--- src/dac_update_pkg.sv ---
// constants for the current dac update control block
package dac_update_pkg;
   localparam logic [7:0] DAC_LOW_OFFSET = 8'h96;
   localparam logic [7:0] DAC_HIGH_OFFSET = 8'h97;
   localparam logic [7:0] DAC_CONTROL_OFFSET = 8'hB9;
   localparam logic [7:0] DAC_CONTROL_RESET = 8'h72;
   localparam logic [7:0] DAC_HIGH_RESET = 8'h00;
   localparam logic [1:0] DAC_LOW_RESET = 2'h0;
   localparam int ENABLE_BIT = 7;
   localparam int SOURCE_MSB = 6;
   localparam int SOURCE_LSB = 4;
   localparam int SCALE_MSB = 1;
   localparam int SCALE_LSB = 0;
   localparam int LOW_DATA_MSB = 7;
   localparam int LOW_DATA_LSB = 6;
   localparam logic [2:0] SRC_TIMER0 = 3'h0;
   localparam logic [2:0] SRC_TIMER3 = 3'h3;
   localparam logic [2:0] SRC_PIN_RISE = 3'h4;
   localparam logic [2:0] SRC_PIN_FALL = 3'h5;
   localparam logic [2:0] SRC_PIN_ANY = 3'h6;
   localparam logic [2:0] SRC_HIGH_WRITE = 3'h7;
   localparam logic [1:0] SCALE_HALF_MA = 2'h0;
   localparam logic [1:0] SCALE_ONE_MA = 2'h1;
   localparam logic [1:0] SCALE_TWO_MA = 2'h2;
   typedef enum logic [1:0] {SCALE_0P5, SCALE_1P0, SCALE_2P0} full_scale_t;
endpackage

--- src/pin_edge_if.sv ---
// carrier between the pin edge detector and the control core
interface pin_edge_if;
   logic level;
   logic rise;
   logic fall;
   modport detector (output level, output rise, output fall);
   modport core (input level, input rise, input fall);
endinterface

--- src/current_dac_update_control.sv ---
// update control for the 10-bit current output dac
module current_dac_update_control
   import dac_update_pkg::*;
(
   input wire logic clk,
   input wire logic srst,
   input wire logic [7:0] sfr_addr,
   input wire logic [7:0] sfr_wdata,
   input wire logic sfr_write,
   input wire logic sfr_read,
   output logic [7:0] sfr_rdata,
   output logic sfr_hit,
   input wire logic [3:0] timer_overflow,
   input wire logic convert_start_pin,
   output logic [9:0] dac_latch,
   output logic dac_latch_update,
   output logic dac_enable,
   output logic [1:0] full_scale_select,
   output full_scale_t full_scale_mode,
   output logic pin_digital_disable,
   output logic pin_analog_connect
);
   // =====================================
   // registers
   logic dac_enable_reg;
   logic [2:0] update_source_select_reg;
   logic [1:0] full_scale_select_reg;
   logic [7:0] word_upper_bits_reg;
   logic [1:0] word_lower_bits_reg;
   logic [9:0] dac_latch_reg;
   logic update_pulse_reg;
   logic write_high;
   logic write_low;
   logic write_ctrl;
   logic update_event;
   logic [7:0] control_view;
   pin_edge_if edges ();

   pin_edge_detect u_edge (
      .clk(clk),
      .srst(srst),
      .convert_start_pin(convert_start_pin),
      .edges(edges)
   );

   assign write_high = sfr_write && (sfr_addr == DAC_HIGH_OFFSET);
   assign write_low = sfr_write && (sfr_addr == DAC_LOW_OFFSET);
   assign write_ctrl = sfr_write && (sfr_addr == DAC_CONTROL_OFFSET);

   always_ff @(posedge clk) begin
      if (srst) begin
         dac_enable_reg <= DAC_CONTROL_RESET[ENABLE_BIT];
         update_source_select_reg <= DAC_CONTROL_RESET[SOURCE_MSB:SOURCE_LSB];
         full_scale_select_reg <= DAC_CONTROL_RESET[SCALE_MSB:SCALE_LSB];
      end else if (write_ctrl) begin
         dac_enable_reg <= sfr_wdata[ENABLE_BIT];
         update_source_select_reg <= sfr_wdata[SOURCE_MSB:SOURCE_LSB];
         full_scale_select_reg <= sfr_wdata[SCALE_MSB:SCALE_LSB];
      end
   end

   always_ff @(posedge clk) begin
      if (srst) begin
         word_upper_bits_reg <= DAC_HIGH_RESET;
      end else if (write_high) begin
         word_upper_bits_reg <= sfr_wdata;
      end
   end

   always_ff @(posedge clk) begin
      if (srst) begin
         word_lower_bits_reg <= DAC_LOW_RESET;
      end else if (write_low) begin
         word_lower_bits_reg <= sfr_wdata[LOW_DATA_MSB:LOW_DATA_LSB];
      end
   end

   // =====================================
   // update event selection
   always_comb begin
      update_event = 1'b0;
      case (update_source_select_reg)
         3'h0, 3'h1, 3'h2, SRC_TIMER3: begin
            update_event = timer_overflow[update_source_select_reg[1:0]];
         end
         SRC_PIN_RISE: begin
            update_event = edges.rise;
         end
         SRC_PIN_FALL: begin
            update_event = edges.fall;
         end
         SRC_PIN_ANY: begin
            update_event = edges.rise | edges.fall;
         end
         SRC_HIGH_WRITE: begin
            update_event = write_high;
         end
         default: begin
            update_event = 1'b0;
         end
      endcase
   end

   // high byte write in mode 111 latches the new high byte with held low bits
   always_ff @(posedge clk) begin
      if (srst) begin
         dac_latch_reg <= {DAC_HIGH_RESET, DAC_LOW_RESET};
      end else if (update_event) begin
         if (update_source_select_reg == SRC_HIGH_WRITE) begin
            dac_latch_reg <= {sfr_wdata, word_lower_bits_reg};
         end else begin
            dac_latch_reg <= {word_upper_bits_reg, word_lower_bits_reg};
         end
      end
   end

   always_ff @(posedge clk) begin
      if (srst) begin
         update_pulse_reg <= 1'b0;
      end else begin
         update_pulse_reg <= update_event;
      end
   end

   // =====================================
   // read path
   assign control_view = {dac_enable_reg, update_source_select_reg, 2'h0,
                          full_scale_select_reg};

   always_comb begin
      sfr_rdata = 8'h00;
      sfr_hit = 1'b0;
      if (sfr_read) begin
         case (sfr_addr)
            DAC_HIGH_OFFSET: begin
               sfr_rdata = word_upper_bits_reg;
               sfr_hit = 1'b1;
            end
            DAC_LOW_OFFSET: begin
               sfr_rdata = {word_lower_bits_reg, 6'h00};
               sfr_hit = 1'b1;
            end
            DAC_CONTROL_OFFSET: begin
               sfr_rdata = control_view;
               sfr_hit = 1'b1;
            end
            default: begin
               sfr_rdata = 8'h00;
            end
         endcase
      end
   end

   // =====================================
   // analog side controls
   always_comb begin
      case (full_scale_select_reg)
         SCALE_HALF_MA: full_scale_mode = SCALE_0P5;
         SCALE_ONE_MA: full_scale_mode = SCALE_1P0;
         default: full_scale_mode = SCALE_2P0;
      endcase
   end

   assign dac_latch = dac_latch_reg;
   assign dac_latch_update = update_pulse_reg;
   assign dac_enable = dac_enable_reg;
   assign full_scale_select = full_scale_select_reg;
   assign pin_digital_disable = dac_enable_reg;
   assign pin_analog_connect = dac_enable_reg;
endmodule

--- src/pin_edge_detect.sv ---
// two-flop synchroniser and edge detector for the convert start pin
module pin_edge_detect (
   input wire logic clk,
   input wire logic srst,
   input wire logic convert_start_pin,
   pin_edge_if.detector edges
);
   logic meta_reg;
   logic sync_reg;
   logic last_reg;

   // first flop only feeds the second
   always_ff @(posedge clk) begin
      if (srst) begin
         meta_reg <= 1'b0;
         sync_reg <= 1'b0;
      end else begin
         meta_reg <= convert_start_pin;
         sync_reg <= meta_reg;
      end
   end

   always_ff @(posedge clk) begin
      if (srst) begin
         last_reg <= 1'b0;
      end else begin
         last_reg <= sync_reg;
      end
   end

   assign edges.level = sync_reg;
   assign edges.rise = sync_reg & ~last_reg;
   assign edges.fall = ~sync_reg & last_reg;
endmodule

--- config.mk ---
export PLATFORM = sky130hd
export DESIGN_NAME = current_dac_update_control
export DESIGN_NICKNAME = d
export VERILOG_FILES = /design/src/dac_update_pkg.sv /design/src/pin_edge_if.sv /design/src/current_dac_update_control.sv /design/src/pin_edge_detect.sv
export SDC_FILE = /design/constraint.sdc
export NUM_CORES = 1
export LEC_CHECK = 0
export BUFFER_PORTS_ARGS = -buffer_cell sky130_fd_sc_hd__buf_4
export CAP_MARGIN = 20
export CORE_UTILIZATION = 45
export DETAILED_ROUTE_END_ITERATION = 12
export PLACE_DENSITY = 0.68
export SLEW_MARGIN = 20
export SYNTH_ARGS = -nofsm -noshare
export SYNTH_HDL_FRONTEND = slang
export SYNTH_SLANG_ARGS = --single-unit
export TNS_END_PERCENT = 20
--- constraint.sdc ---
create_clock -name clk -period 3.55 [get_ports clk]
set_clock_uncertainty 0.15 [all_clocks]
set_input_delay 0.355 -clock clk [delete_from_list [all_inputs] [get_ports clk]]
set_output_delay 0.355 -clock clk [all_outputs]
set_load 0.01 [all_outputs]
* Word-level counts from Yosys, hierarchy flattened
Cells that the tools add are included.
Widths: inputs -> output; s select.
** Operators by class
- Add/sub/neg operators :: 0
- Multipliers :: 0
- Div/mod/pow operators :: 0
- $lt $le $gt $ge :: 1
- Equal/unequal tests :: 11
- Shift-type cells :: 0
- Mux-type cells :: 9
- Bitwise gates (word level) :: 5
- Reduce and logical (&&, ||, !) cells :: 7
** Operators with widths (number)
- $eq 8x8->1 const B :: 3
- $pmux 8 s3 :: 1
- $eq 3x3->1 const B :: 4
- $mux 10 :: 1
- $mux 8 :: 1
- $eq 3x2->1 const B :: 2
- $pmux 1 s5 :: 1
- $pmux 2 s2 :: 1
- $reduce_or 4->1 :: 1
- $eq 3x1->1 const B :: 1
- $logic_and 1x1->1 :: 3
- $logic_not 3->1 :: 1
- $lt 2x3->1 const B :: 1
- $mux 1 :: 3
- $reduce_or 3->1 :: 1
- $and 1x1->1 :: 2
- $bmux 1 s2 :: 1
- $eq 2x1->1 const B :: 1
- $logic_not 2->1 :: 1
- $not 1->1 :: 2
- $or 1x1->1 :: 1
** Storage, ports and cells
- Bits in registers :: 30
- Bits in latches :: 0
- Memory bits (writable) :: 0
- Bits in read-only memories :: 0
- Word-level logic and storage cells :: 43
- Memories :: 0

* Logic depth before layout (Yosys ltp)
Gate-level depths: netlist of the first run.
- Depth after elaboration :: 4
- Gate-level depth with buffers :: 7

* Cells and area by module
Synthesis of the first run repeated with hierarchy kept, for this count alone.
** Second synthesis, totals
- Cells, all modules :: 165
- Area, all modules :: 1584.0 um2
** Modules (own cells, without submodules)
- current_dac_update_control :: instances 1, cells an instance 157, area an instance 1492.7 um2
- pin_edge_detect :: instances 1, cells an instance 8, area an instance 91.3 um2

* Worst setup path after synthesis of the first run
No wires, ideal clock.
- Path kind :: input-to-output
- From :: input port sfr_addr[1]
- To :: output port sfr_rdata[0]
- Arrival :: 1.488 ns
- Data required time :: 3.045 ns
- Setup slack :: 1.557 ns
- Cell stages on the path :: 5
- Buffers on the path :: 1
- Path through :: or3b_1 nor3_1 buf_2 a22oi_1 nor2b_1
** Between the ends
- Cells in the longest elaborated chain, start to end :: 3
** Ends and longest elaborated chain
- from (decl) :: RTL line current_dac_update_control.sv:7 : input wire logic [7:0] sfr_addr,
- $eq 8x8->1 :: RTL line current_dac_update_control.sv:134 : case (sfr_addr)
- $pmux 8 s3 * :: RTL line current_dac_update_control.sv:134
- $mux 8 * :: RTL line current_dac_update_control.sv:133 : if (sfr_read) begin
- to (decl) :: RTL line current_dac_update_control.sv:11 : output logic [7:0] sfr_rdata,
Every way passes the cells marked *; elsewhere a longest branch is shown, timed or not.

* Worst setup path after layout of the first run
- From :: input port sfr_addr[5]
- To :: output port sfr_rdata[4]
Same word-level chain as after synthesis.

==> metrics.md, run 1 <==
| Metric | Value |
|---|---|
| Seq/Total Area, Yosys | 38.2% |
| Count of unresolved DRC violations after routing | 0 |
| Final nets | between 200 and 250 |
| Diodes inserted | 0 |
| Worst vdd rail ir drop | about 0.21 mV |
| Clock Pin Slew Worst Setup and Hold Paths | approximately 0.090 ns |
| Worst Setup Path Type | in -> out |
| Number of detailed-routing iterations run before antenna repair | 6 |
| Post-CTS setup-driven buffer insertion count | 0 |
| Syn-to-layout area delta | 27.4% |
| Total Power | 0.000598 W |
| Number of cells upsized or downsized after cts | 0 |
| Cell internal power dissipation | ~0.00046 W |
| Outcome | finished clean |
| M1 GR Usage | 27.6% |
| GPL Wtd Cong | 0.874 |
| Max FO, Critical Path | 6 |
| Synthesized-area fraction occupied by adder cells | under 10% |
| Sink Count | 30 |
| End-of-flow core utilization | between 60 and 70% |
| Height of the die | between 60 and 70 um |
| Number of vias in the routed layout | 1357 |
| Hold crit path type | in -> reg |
| Total gr overflow | 0 |
| Compound-gate portion of the synthesized area | 7.39% |
| Fraction of power spent switching nets | 23.7% |
| Share of post-route cells with drive strength above 1 | 33.2% |
| Synthesized area per cell | 9.37 sq um |
| I/O pin cnt | between 50 and 60 |
| IO Port Bufs | 51 |
| Crit path cell chain | buf_4 -> nand2b_1 -> nor4_1 -> a22oi_1 -> nor2b_1 -> buf_4 |
| Crit start category | input pin |
| Overall die area | 3740 sq um |
| Post-Synthesis Cell Area | roughly 1600 sq um |
| Post-DRT Antenna Nets | 0 |
| Non-filler instance count after layout | 260 |
| Final clock period utilization by the worst path | approximately 71% |
| Signal arrival time at the worst endpoint | 2.03 ns |
| Total of flip-flops plus latches after synthesis | 30 |
| Delay-heaviest family, CP | simple AND/OR/NAND/NOR gates |
| Part of the total power dissipated in the clock network | 33.8% |
| Number of H-tree levels | 2 |
| Vias per Instance | 5.22 |
| Combinational family with the most area after synthesis | simple AND/OR/NAND/NOR gates |
| Comb pwr share | a little under a tenth |
| Routing usage on met3 | 6.30% |
| Total track usage | between 20% and 30% |
| Actual slew at the worst max-slew pin | around 1 ns |
| Buffers plus inverters on the worst setup path | 2 |
| Required arrival time at the worst endpoint | 3.04 ns |
| Wire length of the first global-routing pass | between 5000 and 6000 um |
| Total number of placement rows | 21 |
| CTS Hold Bufs | 0 |
| Area fraction in and, or, nand and nor cells after synthesis | between 20% and 30% |
| Number of warning messages in the yosys log | 0 |
| Accumulated negative setup slack | 0 ns |
| Flip-flop count of the largest register, all copies and words added | 10 |
| Maximum cell stage delay along the critical path | approximately 0.85 ns |
| Starting DRC count in detailed routing | 89 |
| Busiest metal layer after global routing | met2 |
| Net Sw Power | 0.000142 W |
| Clock Path Buffers | 2 |
| LEAKAGE | 0.872 nW |
| Power density of the placed cells | 298 nW/um^2 |
| Area share of xor/xnor cells in the synthesized design | 0% |
| Number of slew-limit violations in the final report | 0 |
| Grt met2 use | a little under a third |
| Post-Syn Instances | 168 |
| Minimum period implied by the final worst setup slack | 2.53 ns |
| Root Buffer Master | sky130_fd_sc_hd__clkbuf_4 |
| Number of different library cells in the post-synthesis netlist | 32 |
| Fraction of synthesized area in multiplexers | 21.1% |
| Setup repair after global routing missed its margin | false |
| Fmax | 395 MHz |
| Clock buffer count from CTS | 5 |
| Routed Wire Length | 3650 um |
| Most used cell, CP | sky130_fd_sc_hd__buf_4 |
| Clock tree from TritonCTS | built |
| Post-DP HPWL | around 2700 um |
| Number of global-route vias before repair | 1198 |
| Placed Cells | approximately 250 |
| Max-cap violation count | 0 |
| Effective utilization at floorplan | 47.2% |
| Pin count of the biggest net entering global routing | 41 |
| Relative max-transition margin | 33.6% |
| Initial antenna violation count | 0 |
| Cell at the slowest stage of the critical path | sky130_fd_sc_hd__nor4_1 |
| Die span in x | around 61 um |
| Average detailed-routed wire length per instance | 14.1 um |
| Area inside the core boundary | 3340 sq um |
| Sequential group share of total power | 56.7% |
| Endpoint type of the worst setup path | output port |
| Total setup violations reported at the end of the flow | 0 |
| Net count of the mapped netlist | 195 |
| Clock insertion delay at the later pin of the skew report | ~0.33 ns |
| Final hold violations | 0 |
## through the flow
| step | area (sq um) | hold slack, ns | setup WS (ns) |
|---|---|---|---|
| after CTS | 2010 | 0.0807 | 1.08 |
| after detailed placement | 1950 | 0.302 | 1.08 |
| after global routing | 2010 | 0.0920 | 0.883 |
| after floorplan | 1570 | 0.264 | 1.56 |
| final | 2010 | 0.0800 | 1.02 |
| after global placement | 1950 | 0.299 | 1.08 |
## routing by layer
metal  wire, um  vias to the layer above
met2       1700                       59
met4         54                        0
met3        251                        5
li1           -                      669
met5          0                        -
met1       1640                      624
## power groups by stage
stage / logic (W) / clock network [W] / registers, W
3_3_place_gp: 0.0000555 / 0 / 0.000347
2_1_floorplan: 0.0000237 / 0 / 0.000347
5_1_grt: 0.0000616 / 0.000219 / 0.000340
4_1_cts: 0.0000568 / 0.000206 / 0.000339
3_5_place_dp: 0.0000564 / 0 / 0.000347
6_report: 0.0000564 / 0.000202 / 0.000339
## synth_stat cells (all sizes together)
library cell	instances	area share, %
nand2	4	0.95
nor2	22	5.2
clkbuf	4	0.95
nor2b	18	7.2
nand2b	7	2.8
a22oi	6	2.9
o21a	1	0.48
nor4	3	1.2
buf	8	3.7
and2	1	0.40
nand4b	1	0.56
or4	1	0.48
dfxtp	30	38
ha	2	1.6
nand3b	2	1.7
o21ai	1	0.32
a21oi	2	0.64
nand3	3	0.95
o211ai	1	0.48
or3b	1	0.56
a31oi	1	0.40
mux2	10	7.2
and3	6	2.4
mux2i	22	14
inv	4	0.95
a211o	4	2.2
nor3	3	1.7
## final cells by class
type                            count  area, sq um
Multi-Input combinational cell    122          891
Fill cell                         309         1330
Timing Repair Buffer               52          390
Tap cell                           46         57.6
Clock buffer                        6         51.3
Sequential cell                    30          601
Inverter                            4         15.0
## layout by cell type (no fill, tap or decap), types with 2 or more instances in the layout
master / Yosys / routed
sky130_fd_sc_hd__a211o_1: 4 / 4
sky130_fd_sc_hd__a21oi_1: 2 / 2
sky130_fd_sc_hd__a22oi_1: 6 / 6
sky130_fd_sc_hd__and3_1: 6 / 6
sky130_fd_sc_hd__buf_4: 3 / 52
sky130_fd_sc_hd__clkbuf_4: 0 / 5
sky130_fd_sc_hd__dfxtp_1: 30 / 30
sky130_fd_sc_hd__ha_1: 2 / 2
sky130_fd_sc_hd__inv_1: 4 / 4
sky130_fd_sc_hd__mux2_2: 10 / 10
sky130_fd_sc_hd__mux2i_1: 22 / 22
sky130_fd_sc_hd__nand2_1: 4 / 4
sky130_fd_sc_hd__nand2b_1: 7 / 7
sky130_fd_sc_hd__nand3_1: 3 / 3
sky130_fd_sc_hd__nor2_1: 22 / 22
sky130_fd_sc_hd__nor2b_1: 18 / 18
sky130_fd_sc_hd__nor3_1: 2 / 2
sky130_fd_sc_hd__nor4_1: 3 / 3
## final timing paths
kind	from	slack, ns	to	depth (start not counted)
setup reg to reg	update_source_select_reg[1]$_SDFFE_PP1P_	1.33	dac_latch[7]$_SDFFE_PP0P_	4
hold / removal	convert_start_pin	0.08	u_edge.meta_reg$_SDFF_PP0_	2
hold reg to reg	u_edge.meta_reg$_SDFF_PP0_	0.32	u_edge.edges.level$_SDFF_PP0_	1
setup / recovery	sfr_addr[5]	1.02	sfr_rdata[4]	6
## logic make-up (layout without fill, tap and decap cells)
logic type / Yosys count / in the layout
buffers and inverters: 16 / 62
AOI/OAI and AO/OA: 16 / 16
muxes: 32 / 32
and+or+nand+nor: 72 / 72
adders and majority gates: 2 / 2
DFF: 30 / 30
Power figures use the tool's default switching activity.
==> run 2, diff against run 1 <==
- clock period: 3.55 -> 2.4 ns (I/O delays scaled with it)
==> metrics.md, run 2 (synthesis results as in run 1) <==
| Metric | Value |
|---|---|
| Outcome | finished clean |
| Wire length of the first global-routing pass | ~5600 um |
| Clock insertion delay at the later pin of the skew report | 0.33 ns |
| Layout filler cell count | 315 |
| Starting DRC count in detailed routing | 83 |
| Signal arrival time at the worst endpoint | 1.99 ns |
| Number of slew-limit violations in the final report | 0 |
| Share of post-route cells with drive strength above 1 | 32.7% |
| Clock buffer count from CTS | 5 |
| Total number of placement rows | 21 |
| Minimum period implied by the final worst setup slack | 1.92 ns |
| Post-DP HPWL | 2600 um |
| Initial antenna violation count | 0 |
| Root Buffer Master | sky130_fd_sc_hd__clkbuf_4 |
| Worst Setup Path Type | reg -> reg |
| Worst reg-to-reg setup slack | 0.48 ns |
| Area inside the core boundary | 3340 sq um |
| Number of global-route vias before repair | 1265 |
| GPL Wtd Cong | ~0.84 |
| Hold crit path type | in -> reg |
| Pin count of the biggest net entering global routing | 41 |
| Accumulated negative setup slack | 0 ns |
| Final clock period utilization by the worst path | 80.1% |
| Setup repair after global routing missed its margin | false |
| Final nets | 247 |
| Final hold violations | 0 |
| Sink Count | 30 |
| Syn-to-layout area delta | 29.3% |
| Area occupied by multi-input gates | roughly 900 sq um |
| FF-to-FF path depth | 5 |
| Number of H-tree levels | 2 |
| Commonest non-fill, non-tap cell in the layout | sky130_fd_sc_hd__buf_4 |
| Worst vdd rail ir drop | 0.291 mV |
| Post-DRT Antenna Nets | 0 |
| Fmax | 520 MHz |
| Endpoint type of the worst setup path | flop |
| Clock Pin Slew Worst Setup and Hold Paths | ~0.09 ns |
| Count of unresolved DRC violations after routing | 0 |
| Clock Path Buffers | 2 |
| IO Port Bufs | 51 |
| Number of detailed-routing iterations run before antenna repair | 4 |
| Total track usage | 20.7% |
| Power density of the placed cells | 426 nW/um^2 |
| I/O pin cnt | 52 |
| Flip-flop count of the largest register, all copies and words added | 10 |
| Die span in x | 61.1 um |
| Routed Wire Length | 3590 um |
| Required arrival time at the worst endpoint | 2.47 ns |
| Clock tree from TritonCTS | built |
| Height of the die | 61.1 um |
| Effective utilization at floorplan | 47.2% |
| Total setup violations reported at the end of the flow | 0 |
| Crit start category | flop |
| Final setup margin | 0.478 ns |
| Most frequent cells in the layout | sky130_fd_sc_hd__buf_4 (55), sky130_fd_sc_hd__dfxtp_1 (30), sky130_fd_sc_hd__mux2i_1 (22), sky130_fd_sc_hd__nor2_1 (22), sky130_fd_sc_hd__nor2b_1 (18) |
| Total gr overflow | 0 |
| Average detailed-routed wire length per instance | 13.5 um |
| Number of vias in the routed layout | ~1400 |
| Overall die area | ~3700 sq um |
| Max-cap violation count | 0 |
| Register area | 601 sq um |
| Diodes inserted | 0 |
| Number of cells upsized or downsized after cts | 0 |
| Worst Hold Path Cells | 3 |
| LEAKAGE | 0.890 nW |
| Relative max-transition margin | a little under three fifths |
| Max FO, Critical Path | 11 |
| Actual slew at the worst max-slew pin | 0.632 ns |
| Setup Slack @ Placement | 0.491 ns |
| Vias per Instance | 5.20 |
## run 2: cell types whose count changed in the layout (fill, tap and decap cells not counted)
| cell | before | now |
|---|---|---|
| sky130_fd_sc_hd__a31oi_2 | 1 | 0 |
| sky130_fd_sc_hd__buf_4 | 52 | 55 |
| sky130_fd_sc_hd__clkbuf_1 | 0 | 2 |
| sky130_fd_sc_hd__dlygate4sd3_1 | 0 | 2 |
| sky130_fd_sc_hd__a31oi_1 | 0 | 1 |
| sky130_fd_sc_hd__clkbuf_8 | 1 | 0 |
## run 2: cell type report
type                    instances  share of cell area (%)
flip-flops and latches         30                    29.5
well taps                      46                    2.83
multi-input cells             122                    43.5
clock buffers                   7                    2.21
repair buffers                 57                    21.3
inverters                       4                   0.738
## run 2: metrics by stage
| stage | instance area [sq um] | instances | utilization [%] | hold WS, ns | total power (W) |
|---|---|---|---|---|---|
| final | 2040 | 266 | 61.0 | 0.0111 | 0.000867 |
| after global routing | 2040 | 266 | 61.0 | 0.0108 | 0.000908 |
| after CTS | 2040 | 266 | 61.0 | 0.00143 | 0.000880 |
| after detailed placement | 1970 | 257 | 59.1 | 0.279 | 0.000597 |
| after global placement | 1970 | 257 | 59.1 | 0.268 | 0.000594 |
| after floorplan | 1570 | 168 | - | 0.218 | 0.000548 |
## run 2: repair_timing
action,4_1_cts,5_1_grt
hold buffers,2,0
endpoints found under the hold margin,2,0
setup buffers,0,0
## run 2: worst paths after layout
kind,end,start
max,dac_latch[7]$_SDFFE_PP0P_,update_source_select_reg[1]$_SDFFE_PP1P_
min,word_upper_bits_reg[2]$_SDFFE_PP0P_,sfr_wdata[2]
max reg2reg,dac_latch[7]$_SDFFE_PP0P_,update_source_select_reg[1]$_SDFFE_PP1P_
min reg2reg,u_edge.edges.level$_SDFF_PP0_,u_edge.meta_reg$_SDFF_PP0_
## run 2: power by group
| part | switching, W | internal (W) |
|---|---|---|
| Clock | 0.000169 | 0.000110 |
| Combinational | 0.0000408 | 0.0000450 |
| Sequential | 0.00000141 | 0.000500 |
## run 2: routing by layer
| layer | wire length [um] | part of all wire (%) | global-route usage (%) | up-vias |
|---|---|---|---|---|
| met5 | 0 | 0 | 0 | - |
| met4 | 61 | 1.7 | 9.74 | 0 |
| met3 | 197 | 5.5 | 4.41 | 8 |
| met2 | 1660 | 46 | 33.7 | 49 |
| met1 | 1660 | 46 | 26.1 | 645 |
| li1 | - | - | - | 681 |
## run 2: critical path, cell delays in order, from the launching register on
cell	delay (ns)
sky130_fd_sc_hd__dfxtp_1	0.50
sky130_fd_sc_hd__mux2i_1	0.23
sky130_fd_sc_hd__o211ai_1	0.10
sky130_fd_sc_hd__a31oi_1	0.24
sky130_fd_sc_hd__buf_4	0.23
sky130_fd_sc_hd__mux2_2	0.35
==> run 3, diff against run 2 <==
- PLACE_DENSITY: 0.68 -> 0.71
- clock period: 2.4 -> 1.75 ns (I/O delays scaled with it)
==> metrics.md, run 3 (synthesis results as in run 1) <==
| Metric | Value |
|---|---|
| Outcome | complete, but fails checks |
| Violations in the final reports | setup timing |
| Signal arrival time at the worst endpoint | 1.84 ns |
| Final hold violations | 0 |
| Post-DRT Antenna Nets | 0 |
| Wire length of the first global-routing pass | 6420 um |
| Fmax | 566 MHz |
| Cell at the slowest stage of the critical path | sky130_fd_sc_hd__dfxtp_2 |
| Number of global-route vias before repair | 1382 |
| Crit path cell chain | inv_2 -> ha_4 -> and2_4 -> o21ai_4 -> a31oi_4 -> buf_6 -> mux2_4 |
| Share of post-route cells with drive strength above 1 | 43.9% |
| Effective utilization at floorplan | 47.2% |
| M1 WL | approximately 1800 um |
| DR WL met2 | 2060 um |
| Relative max-transition margin | 75.6% |
| Area occupied by multi-input gates | 1020 sq um |
| Overall die area | 3740 sq um |
| LEAKAGE | slightly above 1 nW |
| Die span in x | 61.1 um |
| Max-cap violation count | 0 |
| Area inside the core boundary | between 3000 and 4000 sq um |
| Worst vdd rail ir drop | 0.403 mV |
| Post-DP HPWL | 2740 um |
| Most frequent cells in the layout | sky130_fd_sc_hd__buf_4 (60), sky130_fd_sc_hd__dfxtp_1 (26), sky130_fd_sc_hd__mux2i_1 (22) |
| Maximum cell stage delay along the critical path | 0.34 ns |
| Diodes inserted | 0 |
| Total cell area at the placement stage | roughly 2000 sq um |
| Total number of placement rows | 21 |
| Power density of the placed cells | 536 nW/um^2 |
| Total gr overflow | 0 |
| Count of unresolved DRC violations after routing | 0 |
| End-of-flow core utilization | 71.1% |
| Number of vias in the routed layout | 1494 |
| Final setup margin | -0.0163 ns |
| Syn-to-layout area delta | 50.7% |
| Initial antenna violation count | 0 |
| Clock buffer count from CTS | 5 |
| Number of slew-limit violations in the final report | 0 |
| Final nets | approximately 270 |
| Setup repair after global routing missed its margin | true |
| Detailed route wirelength on metal3 | 217 um |
| Flip-flop count of the largest register, all copies and words added | 10 |
| Total track usage | 24.2% |
| Root Buffer Master | sky130_fd_sc_hd__clkbuf_4 |
| Minimum period implied by the final worst setup slack | 1.77 ns |
| Commonest non-fill, non-tap cell in the layout | sky130_fd_sc_hd__buf_4 |
| Starting DRC count in detailed routing | 88 |
| Actual slew at the worst max-slew pin | 0.366 ns |
| Register area | ~600 sq um |
| Crit start category | flop |
| Max FO, Critical Path | 5 |
| Layout filler cell count | 265 |
| Height of the die | 61.1 um |
| Average detailed-routed wire length per instance | 14.7 um |
| Clock tree from TritonCTS | built |
| Final clock period utilization by the worst path | 101% |
| Sink Count | 30 |
| Hold crit path type | in -> reg |
| Worst Setup Path Type | reg -> reg |
| I/O pin cnt | 52 |
| Required arrival time at the worst endpoint | 1.82 ns |
| IO Port Bufs | 51 |
| Vias per Instance | 5.24 |
| Clock Path Buffers | 2 |
| GPL Wtd Cong | 0.782 |
| Number of H-tree levels | 2 |
| Routed Wire Length | 4200 um |
| Pin count of the biggest net entering global routing | 41 |
| Total setup violations reported at the end of the flow | 5 |
| Accumulated negative setup slack | -0.0590 ns |
| Highest routed layer | met4 |
| Clock insertion delay at the later pin of the skew report | 0.33 ns |
| Layout Cell Area excl Fill | around 2400 sq um |
| Endpoint type of the worst setup path | flop |
| Number of detailed-routing iterations run before antenna repair | 4 |
| Clock Pin Slew Worst Setup and Hold Paths | 0.10 ns |
[run 3: changes by cell type in the layout (fill, tap and decap cells not counted), moves of 2 or more]
cell,delta
sky130_fd_sc_hd__mux2_2,-8
sky130_fd_sc_hd__mux2_4,+8
sky130_fd_sc_hd__dlygate4sd3_1,+7
sky130_fd_sc_hd__buf_4,+5
sky130_fd_sc_hd__buf_6,+5
sky130_fd_sc_hd__dfxtp_1,-4
sky130_fd_sc_hd__a22oi_1,-3
sky130_fd_sc_hd__a22oi_2,+3
sky130_fd_sc_hd__dfxtp_2,+3
sky130_fd_sc_hd__ha_1,-2
sky130_fd_sc_hd__nor3_1,-2
sky130_fd_sc_hd__nor4_1,-2
[run 3: path summary, 6_finish.rpt]
check	depth (start not counted)	slack (ns)	from	end
worst max-delay path	7	-0.02	u_edge.edges.level$_SDFF_PP0_	dac_latch[6]$_SDFFE_PP0P_
worst min-delay path	3	0.02	sfr_write	dac_enable$_SDFFE_PP0P_
worst max register to register	7	-0.02	u_edge.edges.level$_SDFF_PP0_	dac_latch[6]$_SDFFE_PP0P_
worst min register to register	1	0.30	u_edge.meta_reg$_SDFF_PP0_	u_edge.edges.level$_SDFF_PP0_
[run 3: cell type report]
| type | instances | share of cell area, % |
|---|---|---|
| Timing Repair Buffer | 75 | 25.6 |
| Multi-Input combinational cell | 122 | 43.1 |
| Inverter | 4 | 0.633 |
| Tap cell | 46 | 2.43 |
| Sequential cell | 30 | 25.6 |
| Clock buffer | 7 | 2.32 |
| Clock inverter | 1 | 0.211 |
[run 3: timing repair]
| action | CTS | global route |
|---|---|---|
| buffers inserted | 1 | 1 |
| resized for setup | 23 | 19 |
| setup endpoints to repair | 11 | 16 |
| pin swaps | 4 | 8 |
| hold buffers | 9 | 0 |
| endpoints found under the hold margin | 13 | 0 |
| cloned | 1 | 1 |
[run 3: per-stage QoR]
stage | std cells | hold slack (ns) | total power, W | setup WS [ns]
4_1_cts | 283 | 0.00395 | 0.00128 | -0.0247
2_1_floorplan | 168 | 0.153 | 0.000752 | 0.00171
5_1_grt | 285 | 0.0113 | 0.00133 | -0.0570
3_5_place_dp | 264 | 0.247 | 0.000822 | -0.117
6_report | 285 | 0.0236 | 0.00127 | -0.0163
3_3_place_gp | 264 | 0.235 | 0.000818 | -0.0475
[run 3: report_power, final]
group / internal, W / switching [W] / total, W / leakage, nW
registers: 0.000685 / 0.00000242 / 0.000687 / 0.242
clock network: 0.000194 / 0.000238 / 0.000432 / 0.0353
logic: 0.0000830 / 0.0000696 / 0.000153 / 0.758
[run 3: per-layer routing]
layer | global-route usage [%] | vias to the layer above
met5 | 0 | -
met4 | 11.4 | 0
met3 | 6.30 | 10
met2 | 38.5 | 51
met1 | 30.5 | 716
li1 | - | 717
[run 3: critical path: cells and delay by family, from the launching register on]
kind            cells  cell delay [ns]
flops               1             0.34
mux                 1             0.30
compound gates      2             0.27
fa+ha+maj           1             0.24
buf+inv             2             0.22
simple gates        1             0.13
